**config.mk**
```make
export PLATFORM = sky130hd
export DESIGN_NAME = nvmcd_dispatch
export DESIGN_NICKNAME = d
export VERILOG_FILES = /design/src/logic/nvmcd_pkg.sv /design/src/logic/nvmcd_sync.sv /design/src/logic/nvmcd_dispatch.sv
export SDC_FILE = /design/constraint.sdc
export NUM_CORES = 1
export LEC_CHECK = 0
export ABC_AREA = 1
export BUFFER_PORTS_ARGS = -buffer_cell sky130_fd_sc_hd__buf_2
export CAP_MARGIN = 20
export CORE_ASPECT_RATIO = 0.5
export CORE_MARGIN = 10
export CORE_UTILIZATION = 30
export DETAILED_ROUTE_END_ITERATION = 10
export PLACE_DENSITY_LB_ADDON = 0.08
export SLEW_MARGIN = 20
export SYNTH_ARGS = -nofsm -noshare
export SYNTH_HDL_FRONTEND = slang
export SYNTH_HIERARCHICAL = 1
export SYNTH_SLANG_ARGS = --single-unit
export TNS_END_PERCENT = 10
```
**constraint.sdc**
```tcl
create_clock -name core_clk_in -period 2.1 [get_ports core_clk_in]
set_input_delay 0.105 -clock core_clk_in [delete_from_list [all_inputs] [get_ports core_clk_in]]
set_output_delay 0.105 -clock core_clk_in [all_outputs]
set_load 0.02 [all_outputs]
```
**src/logic/nvmcd_pkg.sv**
```systemverilog
// Package of the nonvolatile memory command dispatcher: register map, command codes,
// operation classes and the decode functions the dispatcher uses.
// Assumes a 32-bit APB slave port clocked by the 10 MHz bus clock.
package nvmcd_pkg;
   // Register byte addresses.
   localparam logic [7:0] REG_CMD  = 8'h00;
   localparam logic [7:0] REG_STAT = 8'h04;
   localparam logic [7:0] REG_PROT = 8'h08;
   localparam logic [7:0] REG_MRG  = 8'h0C;
   // Field positions.
   localparam int CMD_CODE_LSB  = 0;
   localparam int CMD_SEL_LSB   = 8;
   localparam int CMD_WCNT_LSB  = 10;
   localparam int CMD_PARAM_LSB = 16;
   localparam int STAT_COMMAND_COMPLETE_FLAG     = 7;
   localparam int STAT_ACCESS_ERROR_FLAG   = 5;
   localparam int STAT_PVIOL    = 4;
   localparam int STAT_VFAIL    = 0;
   localparam int PROT_LOW      = 0;
   localparam int PROT_HIGH     = 1;
   localparam int PROT_POPEN    = 2;
   localparam int PROT_DOPEN    = 3;
   localparam int MRG_ACT       = 2;
   localparam int MRG_PA_LSB    = 4;
   localparam int MRG_DA_LSB    = 8;
   // Reset values and encodings.
   localparam logic [3:0] PROT_RST      = 4'h0;
   localparam logic [3:0] PROT_ALL      = 4'hF;
   localparam logic [3:0] PROT_PA_FREE  = 4'h7;
   localparam logic [1:0] MARGIN_NORMAL = 2'h0;
   localparam logic [1:0] SEL_DATA      = 2'h0;
   localparam logic [1:0] SEL_PROG      = 2'h3;
   // Command codes.
   localparam logic [7:0] CMD_VFY_ALL   = 8'h01;
   localparam logic [7:0] CMD_VFY_BLK   = 8'h02;
   localparam logic [7:0] CMD_VFY_PSEC  = 8'h03;
   localparam logic [7:0] CMD_RD_ONCE   = 8'h04;
   localparam logic [7:0] CMD_PGM_P     = 8'h06;
   localparam logic [7:0] CMD_PGM_ONCE  = 8'h07;
   localparam logic [7:0] CMD_ERS_ALL   = 8'h08;
   localparam logic [7:0] CMD_ERS_BLK   = 8'h09;
   localparam logic [7:0] CMD_ERS_PSEC  = 8'h0A;
   localparam logic [7:0] CMD_UNSECURE  = 8'h0B;
   localparam logic [7:0] CMD_BACKDOOR  = 8'h0C;
   localparam logic [7:0] CMD_USR_MRG   = 8'h0D;
   localparam logic [7:0] CMD_FLD_MRG   = 8'h0E;
   localparam logic [7:0] CMD_VFY_DSEC  = 8'h10;
   localparam logic [7:0] CMD_PGM_D     = 8'h11;
   localparam logic [7:0] CMD_ERS_DSEC  = 8'h12;

   typedef enum logic [2:0] {
      CLS_NONE = 3'b000, CLS_READ = 3'b001, CLS_MARGIN = 3'b010,
      CLS_PROG = 3'b011, CLS_SECT = 3'b100, CLS_MASS = 3'b101
   } nvmcd_cls_t;
   typedef struct packed {
      nvmcd_cls_t pa;
      nvmcd_cls_t da;
   } nvmcd_pair_t;
   typedef struct packed {
      logic [7:0]  code;
      logic [1:0]  sel;
      logic [1:0]  wcnt;
      logic [15:0] param;
      nvmcd_pair_t cls;
   } nvmcd_op_t;
   typedef enum logic [1:0] {ST_IDLE = 2'b00, ST_RUN = 2'b01, ST_LOCAL = 2'b10} nvmcd_state_t;

   // Command availability by special mode and secured state.
   function automatic logic cmd_valid(input logic [7:0] c, input logic ss, input logic sec);
      case (c)
         CMD_VFY_ALL, CMD_VFY_BLK: cmd_valid = 1'b1;
         CMD_ERS_ALL, CMD_UNSECURE: cmd_valid = ss;
         CMD_BACKDOOR: cmd_valid = !ss;
         CMD_FLD_MRG: cmd_valid = ss && !sec;
         CMD_VFY_PSEC, CMD_RD_ONCE, CMD_PGM_P, CMD_PGM_ONCE, CMD_ERS_BLK, CMD_ERS_PSEC,
         CMD_USR_MRG, CMD_VFY_DSEC, CMD_PGM_D, CMD_ERS_DSEC: cmd_valid = !(ss && sec);
         default: cmd_valid = 1'b0;
      endcase
   endfunction : cmd_valid

   // Array activity each command places on the two arrays.
   function automatic nvmcd_pair_t cmd_classes(input logic [7:0] c, input logic [1:0] s);
      cmd_classes = '{pa: CLS_NONE, da: CLS_NONE};
      case (c)
         CMD_VFY_ALL: cmd_classes = '{pa: CLS_READ, da: CLS_READ};
         CMD_VFY_BLK: begin
            if (s == SEL_PROG) cmd_classes.pa = CLS_READ;
            else cmd_classes.da = CLS_READ;
         end
         CMD_VFY_PSEC: cmd_classes.pa = CLS_READ;
         CMD_VFY_DSEC: cmd_classes.da = CLS_READ;
         CMD_RD_ONCE, CMD_BACKDOOR: cmd_classes.pa = CLS_READ;
         CMD_PGM_P, CMD_PGM_ONCE: cmd_classes.pa = CLS_PROG;
         CMD_ERS_ALL, CMD_UNSECURE: cmd_classes = '{pa: CLS_MASS, da: CLS_MASS};
         CMD_ERS_BLK: begin
            if (s == SEL_PROG) cmd_classes.pa = CLS_MASS;
            else cmd_classes.da = CLS_MASS;
         end
         CMD_ERS_PSEC: cmd_classes.pa = CLS_SECT;
         CMD_ERS_DSEC: cmd_classes.da = CLS_SECT;
         CMD_PGM_D: cmd_classes.da = CLS_PROG;
         default: cmd_classes = '{pa: CLS_NONE, da: CLS_NONE};
      endcase
   endfunction : cmd_classes

   // A read becomes a margin read once a non-normal level is in force.
   function automatic nvmcd_cls_t promote(input nvmcd_cls_t k, input logic mact);
      promote = (k == CLS_READ && mact) ? CLS_MARGIN : k;
   endfunction : promote

   // Permitted overlap of program-array and data-array activity.
   function automatic logic pair_ok(input nvmcd_cls_t pa, input nvmcd_cls_t da);
      pair_ok = (pa == CLS_NONE) || (da == CLS_NONE) ||
                (pa == CLS_READ && (da == CLS_MARGIN || da == CLS_PROG || da == CLS_SECT)) ||
                (pa == CLS_MASS && da == CLS_MASS);
   endfunction : pair_ok
endpackage : nvmcd_pkg

```
**src/logic/nvmcd_sync.sv**
```systemverilog
// Three-stage synchroniser with agreement filter for asynchronous level inputs.
// Assumes the inputs are slow levels such as mode straps and security state.
`timescale 1ns/1ps
module nvmcd_sync #(
   parameter int W = 2
) (
   input  wire logic         core_clk_in, // Bus clock.
   input  wire logic         nrst_in,     // Asynchronous reset, active low.
   input  wire logic [W-1:0] async_in,    // Raw levels from outside the clock domain.
   output logic      [W-1:0] sync_out     // Filtered, synchronised levels.
);
   logic [W-1:0] s1_reg, s2_reg, s3_reg, filt_reg, filt_next;

   // A change is taken only when the second and third stages agree, so a metastable
   // first stage never reaches the output.
   always_comb begin
      filt_next = filt_reg;
      for (int i = 0; i < W; i++) begin
         if (s2_reg[i] == s3_reg[i]) filt_next[i] = s2_reg[i];
      end
   end

   // Stage registers.
   always_ff @(posedge core_clk_in or negedge nrst_in) begin
      if (!nrst_in) begin
         s1_reg   <= '0;
         s2_reg   <= '0;
         s3_reg   <= '0;
         filt_reg <= '0;
      end else begin
         s1_reg   <= async_in;
         s2_reg   <= s1_reg;
         s3_reg   <= s2_reg;
         filt_reg <= filt_next;
      end
   end

   assign sync_out = filt_reg;
endmodule : nvmcd_sync

```
**src/logic/nvmcd_dispatch.sv**
```systemverilog
// Command decoder and dispatcher: APB register file, launch checks, array
// engine handshake and arbitration of overlapping array reads.
// Assumes an array engine that takes op_start_out and answers with op_done_in.
//
// Our own choices: the APB interface to the registers and the register offsets.
`timescale 1ns/1ps
module nvmcd_dispatch (
   input  wire logic             core_clk_in,        // Bus clock, 10 MHz.
   input  wire logic             nrst_in,            // Asynchronous reset, active low.
   input  wire logic             psel_in,            // APB select.
   input  wire logic             penable_in,         // APB enable.
   input  wire logic             pwrite_in,          // APB direction, high for write.
   input  wire logic [7:0]       paddr_in,           // APB byte address.
   input  wire logic [31:0]      pwdata_in,          // APB write data.
   output logic      [31:0]      prdata_out,         // APB read data.
   output logic                  pready_out,         // APB ready.
   output logic                  pslverr_out,        // APB error on unmapped address.
   input  wire logic             special_mode_input_in, // Special mode level, asynchronous.
   input  wire logic             secure_state_in,    // Secured state level, asynchronous.
   input  wire logic             once_locked_in,     // Information field already programmed.
   output logic                  op_start_out,       // One-cycle start for the array engine.
   output nvmcd_pkg::nvmcd_op_t  op_out,             // Operation held while running.
   input  wire logic             op_done_in,         // Engine finished, one-cycle pulse.
   input  wire logic             op_fail_in,         // Verify failure, valid with done.
   input  wire logic             pa_read_req_in,     // Program-array read request.
   output logic                  pa_read_grant_out,  // Program-array read allowed.
   input  wire logic             da_read_req_in,     // Data-array read request.
   output logic                  da_read_grant_out,  // Data-array read allowed.
   output logic      [1:0]       margin_level_out    // Margin level applied to reads.
);
   nvmcd_pkg::nvmcd_state_t state_reg, state_next;
   nvmcd_pkg::nvmcd_op_t    op_reg, op_next;
   logic [31:0] cmd_reg, cmd_next, rdata_reg, rdata_next;
   logic [3:0]  prot_reg, prot_next;
   logic [1:0]  margin_reg, margin_next, mode_sync;
   logic        command_complete_flag_reg, command_complete_flag_next, access_error_flag_reg, access_error_flag_next;
   logic        pviol_reg, pviol_next, vfail_reg, vfail_next;
   logic        start_reg, start_next;
   logic        wr_acc, mapped, launch, valid, par_err, once_err, prot_err, conflict, launch_ok;
   logic        mact;
   logic [7:0]  code;
   logic [1:0]  sel;
   nvmcd_pkg::nvmcd_pair_t cls;
   nvmcd_pkg::nvmcd_cls_t  ext_pa, ext_da, run_pa, run_da;

   // Mode and security arrive from outside the bus clock domain.
   nvmcd_sync #(.W(2)) u_sync (
      .core_clk_in (core_clk_in),
      .nrst_in     (nrst_in),
      .async_in    ({special_mode_input_in, secure_state_in}),
      .sync_out    (mode_sync)
   );

   // APB decode; the slave never inserts wait states.
   assign mapped = (paddr_in == nvmcd_pkg::REG_CMD) || (paddr_in == nvmcd_pkg::REG_STAT) ||
                   (paddr_in == nvmcd_pkg::REG_PROT) || (paddr_in == nvmcd_pkg::REG_MRG);
   assign wr_acc      = psel_in && penable_in && pwrite_in;
   assign pready_out  = 1'b1;
   assign pslverr_out = psel_in && penable_in && !mapped;
   assign prdata_out  = rdata_reg;

   // Decode of the loaded command and its launch checks.
   assign code = cmd_reg[nvmcd_pkg::CMD_CODE_LSB +: 8];
   assign sel  = cmd_reg[nvmcd_pkg::CMD_SEL_LSB +: 2];
   assign mact = (margin_reg != nvmcd_pkg::MARGIN_NORMAL);
   assign launch = wr_acc && (paddr_in == nvmcd_pkg::REG_STAT) && pwdata_in[nvmcd_pkg::STAT_COMMAND_COMPLETE_FLAG] &&
                   command_complete_flag_reg && !access_error_flag_reg && !pviol_reg;
   assign valid = nvmcd_pkg::cmd_valid(code, mode_sync[1], mode_sync[0]);
   assign par_err = (code == nvmcd_pkg::CMD_VFY_BLK || code == nvmcd_pkg::CMD_ERS_BLK) &&
                    sel != nvmcd_pkg::SEL_DATA && sel != nvmcd_pkg::SEL_PROG;
   assign once_err = (code == nvmcd_pkg::CMD_PGM_ONCE) && once_locked_in;

   // Erase-all and block erases need every relevant protection released beforehand.
   always_comb begin
      prot_err = 1'b0;
      if (code == nvmcd_pkg::CMD_ERS_ALL) begin
         prot_err = (prot_reg != nvmcd_pkg::PROT_ALL);
      end else if (code == nvmcd_pkg::CMD_ERS_BLK && sel == nvmcd_pkg::SEL_PROG) begin
         prot_err = ((prot_reg & nvmcd_pkg::PROT_PA_FREE) != nvmcd_pkg::PROT_PA_FREE);
      end else if (code == nvmcd_pkg::CMD_ERS_BLK && sel == nvmcd_pkg::SEL_DATA) begin
         prot_err = !prot_reg[nvmcd_pkg::PROT_DOPEN];
      end
   end

   // Array activity classes: the new command, outside reads and the running command.
   always_comb begin
      cls = nvmcd_pkg::cmd_classes(code, sel);
      cls.pa = nvmcd_pkg::promote(cls.pa, mact);
      cls.da = nvmcd_pkg::promote(cls.da, mact);
      ext_pa = pa_read_req_in ? nvmcd_pkg::promote(nvmcd_pkg::CLS_READ, mact) : nvmcd_pkg::CLS_NONE;
      ext_da = da_read_req_in ? nvmcd_pkg::promote(nvmcd_pkg::CLS_READ, mact) : nvmcd_pkg::CLS_NONE;
      run_pa = (state_reg == nvmcd_pkg::ST_RUN) ? op_reg.cls.pa : nvmcd_pkg::CLS_NONE;
      run_da = (state_reg == nvmcd_pkg::ST_RUN) ? op_reg.cls.da : nvmcd_pkg::CLS_NONE;
   end

   // A command that would collide with a read already asked of the other array is refused.
   assign conflict = !nvmcd_pkg::pair_ok(cls.pa, ext_da) || !nvmcd_pkg::pair_ok(ext_pa, cls.da);
   assign launch_ok = launch && valid && !par_err && !once_err && !prot_err && !conflict;

   // Program-array reads win a tie with data-array reads, giving read-while-write.
   assign pa_read_grant_out = pa_read_req_in && nvmcd_pkg::pair_ok(ext_pa, run_da);
   assign da_read_grant_out = da_read_req_in && nvmcd_pkg::pair_ok(run_pa, ext_da) &&
                              !(pa_read_req_in && !nvmcd_pkg::pair_ok(ext_pa, ext_da));
   assign margin_level_out = margin_reg;
   assign op_start_out = start_reg;
   assign op_out = op_reg;

   // Command sequencer and flags. Each flag set by hardware wins over a software clear
   // in the same cycle, so no event is lost.
   always_comb begin
      state_next  = state_reg;
      op_next     = op_reg;
      cmd_next    = cmd_reg;
      prot_next   = prot_reg;
      margin_next = margin_reg;
      command_complete_flag_next   = command_complete_flag_reg;
      vfail_next  = vfail_reg;
      start_next  = 1'b0;
      access_error_flag_next = access_error_flag_reg;
      pviol_next  = pviol_reg;
      if (wr_acc && paddr_in == nvmcd_pkg::REG_STAT) begin
         if (pwdata_in[nvmcd_pkg::STAT_ACCESS_ERROR_FLAG]) access_error_flag_next = 1'b0;
         if (pwdata_in[nvmcd_pkg::STAT_PVIOL]) pviol_next = 1'b0;
      end
      // Parameters are frozen while a command runs.
      if (wr_acc && paddr_in == nvmcd_pkg::REG_CMD && command_complete_flag_reg) cmd_next = pwdata_in;
      if (wr_acc && paddr_in == nvmcd_pkg::REG_PROT) prot_next = pwdata_in[3:0];
      case (state_reg)
         nvmcd_pkg::ST_IDLE: begin
            if (launch) begin
               if (!valid || par_err || once_err || conflict) begin
                  access_error_flag_next = 1'b1;
               end else if (prot_err) begin
                  pviol_next = 1'b1;
               end else begin
                  command_complete_flag_next  = 1'b0;
                  vfail_next = 1'b0;
                  op_next.code  = code;
                  op_next.sel   = sel;
                  op_next.wcnt  = cmd_reg[nvmcd_pkg::CMD_WCNT_LSB +: 2];
                  op_next.param = cmd_reg[nvmcd_pkg::CMD_PARAM_LSB +: 16];
                  op_next.cls   = cls;
                  if (code == nvmcd_pkg::CMD_USR_MRG || code == nvmcd_pkg::CMD_FLD_MRG) begin
                     state_next = nvmcd_pkg::ST_LOCAL;
                  end else begin
                     state_next = nvmcd_pkg::ST_RUN;
                     start_next = 1'b1;
                  end
               end
            end
         end
         nvmcd_pkg::ST_RUN: begin
            if (op_done_in) begin
               command_complete_flag_next  = 1'b1;
               vfail_next = op_fail_in;
               state_next = nvmcd_pkg::ST_IDLE;
            end
         end
         nvmcd_pkg::ST_LOCAL: begin
            margin_next = op_reg.sel;
            command_complete_flag_next   = 1'b1;
            state_next  = nvmcd_pkg::ST_IDLE;
         end
         default: state_next = nvmcd_pkg::ST_IDLE;
      endcase
   end

   // Sequencer and register state.
   always_ff @(posedge core_clk_in or negedge nrst_in) begin
      if (!nrst_in) begin
         state_reg  <= nvmcd_pkg::ST_IDLE;
         op_reg     <= '0;
         cmd_reg    <= '0;
         prot_reg   <= nvmcd_pkg::PROT_RST;
         margin_reg <= nvmcd_pkg::MARGIN_NORMAL;
         command_complete_flag_reg   <= 1'b1;
         access_error_flag_reg <= 1'b0;
         pviol_reg  <= 1'b0;
         vfail_reg  <= 1'b0;
         start_reg  <= 1'b0;
      end else begin
         state_reg  <= state_next;
         op_reg     <= op_next;
         cmd_reg    <= cmd_next;
         prot_reg   <= prot_next;
         margin_reg <= margin_next;
         command_complete_flag_reg   <= command_complete_flag_next;
         access_error_flag_reg <= access_error_flag_next;
         pviol_reg  <= pviol_next;
         vfail_reg  <= vfail_next;
         start_reg  <= start_next;
      end
   end

   // Read data is captured in the setup cycle so it is stable through the access cycle.
   always_comb begin
      rdata_next = rdata_reg;
      if (psel_in && !penable_in && !pwrite_in) begin
         rdata_next = 32'h0000_0000;
         if (paddr_in == nvmcd_pkg::REG_CMD) begin
            rdata_next = cmd_reg;
         end else if (paddr_in == nvmcd_pkg::REG_STAT) begin
            rdata_next[nvmcd_pkg::STAT_COMMAND_COMPLETE_FLAG]   = command_complete_flag_reg;
            rdata_next[nvmcd_pkg::STAT_ACCESS_ERROR_FLAG] = access_error_flag_reg;
            rdata_next[nvmcd_pkg::STAT_PVIOL]  = pviol_reg;
            rdata_next[nvmcd_pkg::STAT_VFAIL]  = vfail_reg;
         end else if (paddr_in == nvmcd_pkg::REG_PROT) begin
            rdata_next[3:0] = prot_reg;
         end else if (paddr_in == nvmcd_pkg::REG_MRG) begin
            rdata_next[1:0] = margin_reg;
            rdata_next[nvmcd_pkg::MRG_ACT] = mact;
            rdata_next[nvmcd_pkg::MRG_PA_LSB +: 3] = run_pa;
            rdata_next[nvmcd_pkg::MRG_DA_LSB +: 3] = run_da;
         end
      end
   end

   // Read data register.
   always_ff @(posedge core_clk_in or negedge nrst_in) begin
      if (!nrst_in) rdata_reg <= 32'h0000_0000;
      else rdata_reg <= rdata_next;
   end
endmodule : nvmcd_dispatch

```
==> flow_metrics.tcl, run 1 <==
set metrics [dict create \
    clock_path_buffers 2 \
    track_usage_pct 14.3 \
    grt_max_degree 50 \
    power_leakage_nw 4.12 \
    coreArea_sq_um 18400 \
    power-per-cell-area_nw_per_um2 709 \
    layout_commonest_cell "nand2_1" \
    maxCapViolations 0 \
    critPathMostFrequentCell "nand2_1" \
    start_util_pct 30.6 \
    cp_slowest_stage_delay_ns 0.47 \
    required_ns 2.41 \
    synth.area.top_cells "dfrtp_1, nand2_1, inv_1" \
    ant_nets 0 \
    die_y_um 117 \
    clk_latency_ns 0.43 \
    ir_worst_vdd_uv 596 \
    r2r_cells 13 \
    setup_tns_ns -0.0340 \
    grt_pass1_vias 4865 \
    holdPathEnd "prdata_out[2]$_DFFE_PN0P_" \
    slew_viol_final 0 \
    postLayoutCoreUtil_pct 43.1 \
    cts_tree "yes" \
    vias_per_cell 4.50 \
    final_cell_mix "nand2_1, buf_2, dfrtp_1" \
    path_max_fanout 8 \
    worstPathCellList "nor2_2 -> nand2_1 -> nand2_1 -> o21ai_0 -> nand3_1 -> nand2_1 -> nand2_1 -> nand3_2 -> nor2_4 -> nand2_8 -> clkbuf_16 -> o21ai_1 -> inv_1" \
    antenna_found_initial 0 \
    largest_register_ffs 34 \
    path_clk_slew_ns 0.06 \
    r2r-end "op_out[19]$_DFFE_PN0P_" \
    power_w 0.00563 \
    cts_num_sinks 119 \
    setup-violations-final 3 \
    ff2ff_setup_slack_ns -0.02 \
    wl_per_cell_um 16.4 \
    finalCritPeriodShare_pct 101 \
    firstDrtPassIters 4 \
    grt_pass1_wl_mm 27.4 \
    violations "setup timing" \
    synth_top_area_share_pct 52.5 \
    yosysSeqAreaShare_pct 52.9 \
    hold_start "paddr_in[2]" \
    critPathSlowestCell "dfrtp_2" \
    grt_setup_unrepaired "yes" \
    drc 0 \
    yosysUniqueCellTypes 39 \
    dieArea_sq_um 25000 \
    hp-class "primary input to register" \
    detailed_place_hpwl_mm 12.6 \
    clockRootBuffer "clkbuf_16" \
    hold_ws_ns 0.0993 \
    io_pins 125 \
    syn_avg_cell_area_sq_um 8.63 \
    syn_area_sq_um 5630 \
    relSlewSlack_pct 64.8 \
    fmaxAchievable_mhz 473 \
    setup_slack_ns -0.0151 \
    ys_async_sr_fraction_pct 100 \
    ys_ff_latch 119 \
    cp.arrival_ns 2.42 \
    cts_buffers 17 \
    worstMarginPinSlew_ns 0.528 \
    synth_top_flop_cell "dfrtp_1" \
    path_delay_family "simple AND/OR/NAND/NOR gates" \
    gr-total-overflow 0 \
    final_hold_viol_count 0 \
    status "complete, but fails checks" \
    drive_gt1_share_pct 32.6 \
    path_class "register to register" \
    finClkSkew_ns 0.0122 \
    final_nets 903 \
    wirelength_mm 18.0 \
    syn_nets 708 \
    fill_cells 1845 \
    yosys_warnings 6 \
    whs_path_depth 4 \
    areaGrowthSynthToFinish_pct 41.0 \
    crit_buf_inv 2 \
    die_w_um 214 \
    end_kind "register" \
    vias 4955 \
    portBuffers 123 \
    synth_edf_count 0 \
    startpoint_type "register" \
    place_congestion 0.841 \
    r2r-start "cmd_reg[0]$_DFFE_PN0P_" \
    yosysTopAreaCell "dfrtp_1" \
    diodes 0 \
    synthCells 652 \
    drt_iter0_drc 267 \
    htreeDepth 4 \
    row_count 35 \
    min_period_ns 2.12 \
]
[final cells by class]
| type | instances | area (sq um) | area share, % |
|---|---|---|---|
| clock inverters | 13 | 149 | 1.88 |
| clock buffers | 19 | 453 | 5.71 |
| repair buffers | 199 | 1380 | 17.4 |
| flip-flops and latches | 119 | 2980 | 37.6 |
| inverters | 107 | 417 | 5.25 |
| multi-input cells | 403 | 2250 | 28.3 |
| well taps | 240 | 300 | 3.78 |
[tightest hold or removal path: cells and delay by family]
family,cells,cell delay [ns]
AOI/OAI and AO/OA,2,0.18
buffers and inverters,1,0.13
and+or+nand+nor,1,0.06
[synthesized netlist by cell type, types with 2 or more instances]
cell type	instances
o21ai_0	28
clkbuf_1	9
o21ai_1	28
mux2_2	2
nor2_2	8
a221oi_1	3
nor2_4	2
ha_1	4
nand2_2	15
a21oi_1	17
nor2_1	42
o211ai_1	2
mux2_1	21
a2bb2oi_1	7
buf_6	7
buf_2	4
buf_1	2
o21ai_2	6
nand2_1	156
inv_1	96
dfrtp_1	118
inv_2	9
nand3_1	38
nor3_1	7
nand2_4	4
nand4_1	4
[cell families (layout without fill, tap and decap cells)]
kind of cell	Yosys count	in the layout	share of synthesized area (%)
compound gates	95	95	9.78
fa+ha+maj	4	4	0.889
buf+inv	130	338	9.80
flops	119	119	52.9
mux	23	23	4.60
other cells	1	1	0.0666
simple gates	280	280	21.9
[metal layers]
layer	global-route usage (%)	vias up	routed length, um
met5	0	-	0
met4	4.41	0	237
met3	3.72	20	705
met2	22.7	82	8430
met1	18.8	2395	8670
li1	-	2458	-
[stage by stage]
step,instances,area (sq um),setup slack [ns]
3_3_place_gp,1016,6660,-0.0588
3_5_place_dp,1016,6660,-0.0277
4_1_cts,1083,7610,0.0149
2_1_floorplan,652,5630,0.236
6_report,1100,7940,-0.0151
5_1_grt,1100,7940,-0.159
[worst max-delay path by stage]
| stage | from | endpoint | slack (ns) | cells after the start |
|---|---|---|---|---|
| 2_1_floorplan | cmd_reg[1]$_DFFE_PN0P_ | op_out[6]$_DFFE_PN0P_ | 0.24 | 16 |
| 3_3_place_gp | cmd_reg[7]$_DFFE_PN0P_ | op_out[31]$_DFFE_PN0P_ | -0.06 | 12 |
| 3_5_place_dp | cmd_reg[2]$_DFFE_PN0P_ | op_out[32]$_DFFE_PN0P_ | -0.03 | 12 |
| 4_1_cts | cmd_reg[1]$_DFFE_PN0P_ | op_out[32]$_DFFE_PN0P_ | 0.01 | 14 |
| 5_1_grt | cmd_reg[0]$_DFFE_PN0P_ | op_out[9]$_DFFE_PN0P_ | -0.16 | 13 |
| 6_report | cmd_reg[0]$_DFFE_PN0P_ | op_out[19]$_DFFE_PN0P_ | -0.02 | 13 |
[report_power, final]
part	internal (W)	total, W	switching, W
combinational	0.000135	0.000298	0.000163
sequential	0.00233	0.00235	0.0000219
clock	0.00182	0.00298	0.00116
[what timing repair did]
action	in CTS	in global routing
gates resized for setup	1	51
endpoints found under the setup margin	3	41
hold endpoints to repair	68	2
pin swaps	0	14
setup buffers	0	13
gates cloned	0	3
hold buffers	35	1
(Power assumes the default switching activity.)
==> run 2: changes to the inputs <==
--- a/config.mk
+++ b/config.mk
@@ -13,6 +13,7 @@
 export CORE_UTILIZATION = 30
 export DETAILED_ROUTE_END_ITERATION = 10
 export PLACE_DENSITY_LB_ADDON = 0.08
+export RECOVER_POWER = 100
 export SLEW_MARGIN = 20
 export SYNTH_ARGS = -nofsm -noshare
 export SYNTH_HDL_FRONTEND = slang
==> flow_metrics.tcl, run 2 (same netlist as run 1, synthesis figures left out) <==
set metrics [dict create \
    status "complete, but fails checks" \
    violations "setup timing" \
    whs_path_depth 4 \
    die_y_um 117 \
    holdPathEnd "prdata_out[2]$_DFFE_PN0P_" \
    path_max_fanout 8 \
    firstDrtPassIters 4 \
    cp.arrival_ns 2.42 \
    switchingPower_w 0.00135 \
    gr-total-overflow 0 \
    clockRootBuffer "clkbuf_16" \
    cp_slowest_stage_delay_ns 0.47 \
    r2r-start "cmd_reg[0]$_DFFE_PN0P_" \
    largest_register_ffs 34 \
    die_w_um 214 \
    start_util_pct 30.6 \
    required_ns 2.41 \
    ir_worst_vdd_uv 596 \
    dieArea_sq_um 25000 \
    worstPathCellList "nor2_2 -> nand2_1 -> nand2_1 -> o21ai_0 -> nand3_1 -> nand2_1 -> nand2_1 -> nand3_2 -> nor2_4 -> nand2_8 -> clkbuf_16 -> o21ai_1 -> inv_1" \
    seqCellArea_sq_um 2980 \
    final_nets 903 \
    hold_ws_ns 0.0986 \
    vias_per_cell 4.48 \
    clock_path_buffers 2 \
    setup_slack_ns -0.00861 \
    fill_cells 1893 \
    r2r_cells 13 \
    drive_gt1_share_pct 24.0 \
    slew_viol_final 0 \
    final_hold_viol_count 0 \
    post_layout_nonfiller_instances 1100 \
    critPathSlowestCell "dfrtp_2" \
    fmaxAchievable_mhz 474 \
    place_congestion 0.841 \
    detailed_place_hpwl_mm 12.6 \
    power_leakage_nw 3.90 \
    grt_setup_unrepaired "yes" \
    final_cell_mix "nand2_1, dfrtp_1, inv_1" \
    critPathMostFrequentCell "nand2_1" \
    portBuffers 123 \
    cts_tree "yes" \
    ant_nets 0 \
    vias 4929 \
    maxCapViolations 0 \
    drc 0 \
    multi_input_area_sq_um 2250 \
    coreArea_sq_um 18400 \
    r2r-end "op_out[19]$_DFFE_PN0P_" \
    finClkSkew_ns 0.0120 \
    dp_slack_ns -0.0277 \
    path_clk_slew_ns 0.06 \
    wl_per_cell_um 16.4 \
    dp.cells 1016 \
    path_class "register to register" \
    hold_start "paddr_in[2]" \
    wirelength_mm 18.1 \
    grt_pass1_wl_mm 27.4 \
    grt_max_degree 50 \
    finalCritPeriodShare_pct 100 \
    internal_power_w 0.00427 \
    relSlewSlack_pct 36.8 \
    ff2ff_setup_slack_ns -0.009 \
    cts_num_sinks 119 \
    diodes 0 \
    areaGrowthSynthToFinish_pct 38.3 \
    antenna_found_initial 0 \
    min_period_ns 2.11 \
    postLayoutCoreUtil_pct 42.3 \
    hp-class "primary input to register" \
    p_sw_share_pct 24.1 \
    setup_tns_ns -0.0185 \
    power-per-cell-area_nw_per_um2 722 \
    startpoint_type "register" \
    grt_pass1_vias 4865 \
    combPwrFrac_pct 5.1 \
    row_count 35 \
    end_kind "register" \
    io_pins 125 \
    htreeDepth 4 \
    clk_latency_ns 0.43 \
    track_usage_pct 14.3 \
    cts_buffers 17 \
    setup-violations-final 3 \
    drt_iter0_drc 290 \
    seqPwrFrac_pct 41.8 \
    worstMarginPinSlew_ns 0.949 \
    layout_commonest_cell "nand2_1" \
    clock_power_share_pct 53.2 \
]
## run 2: cell types whose count changed in the layout (fill, tap and decap cells not counted)
| cell | previous run | this run |
|---|---|---|
| clkbuf_4 | 0 | 2 |
| nor2_1 | 32 | 33 |
| or2_1 | 1 | 0 |
| clkbuf_2 | 0 | 2 |
| buf_4 | 32 | 26 |
| or2_0 | 0 | 1 |
| clkbuf_1 | 0 | 73 |
| nor2_2 | 14 | 13 |
| buf_12 | 5 | 2 |
| buf_2 | 122 | 54 |
## run 2: repair_timing
item | in CTS | in global routing
hold buffers | 35 | 1
buffers inserted | 0 | 13
endpoints found under the hold margin | 68 | 2
resized for setup | 1 | 51
pin swaps | 0 | 14
endpoints found under the setup margin | 3 | 41
gates cloned | 0 | 3
## run 2: through the flow
stage               total power [W]  area, sq um
finish                      0.00562         7790
detailed placement          0.00265         6660
floorplan                   0.00247         5630
global placement            0.00265         6660
CTS                         0.00571         7610
global route                0.00584         7790
## run 2: worst max path at each step
stage	start	to	cells after the start
3_5_place_dp	cmd_reg[2]$_DFFE_PN0P_	op_out[32]$_DFFE_PN0P_	12
5_1_grt	cmd_reg[0]$_DFFE_PN0P_	op_out[9]$_DFFE_PN0P_	13
4_1_cts	cmd_reg[1]$_DFFE_PN0P_	op_out[32]$_DFFE_PN0P_	14
3_3_place_gp	cmd_reg[7]$_DFFE_PN0P_	op_out[31]$_DFFE_PN0P_	12
2_1_floorplan	cmd_reg[1]$_DFFE_PN0P_	op_out[6]$_DFFE_PN0P_	16
6_report	cmd_reg[0]$_DFFE_PN0P_	op_out[19]$_DFFE_PN0P_	13
## run 2: final cells by class
| class | count | share of cell area [%] |
|---|---|---|
| Sequential cell | 119 | 38.3 |
| Tap cell | 240 | 3.86 |
| Clock inverter | 13 | 1.91 |
| Timing Repair Buffer | 199 | 15.9 |
| Multi-Input combinational cell | 403 | 28.8 |
| Inverter | 107 | 5.35 |
| Clock buffer | 19 | 5.82 |
## run 2: power groups by stage
stage | sequential [W] | clock [W] | combinational, W
after global placement | 0.00239 | 0 | 0.000257
after CTS | 0.00235 | 0.00306 | 0.000307
after detailed placement | 0.00239 | 0 | 0.000257
after global routing | 0.00235 | 0.00317 | 0.000320
final | 0.00235 | 0.00299 | 0.000284
after floorplan | 0.00241 | 0 | 0.0000637
## run 2: critical path, delay by kind of cell, from the launching register on
family / cells / cell delay (ns)
simple gates: 9 / 1.06
compound gates: 2 / 0.20
flops: 1 / 0.47
buf+inv: 2 / 0.25
## run 2: routing by layer
metal / track usage [%] / part of all wire, % / up-vias
met5: 0 / 0 / -
met4: 4.41 / 1.3 / 0
met3: 3.72 / 4.0 / 20
met2: 22.7 / 46 / 90
met1: 18.8 / 48 / 2362
li1: - / - / 2457
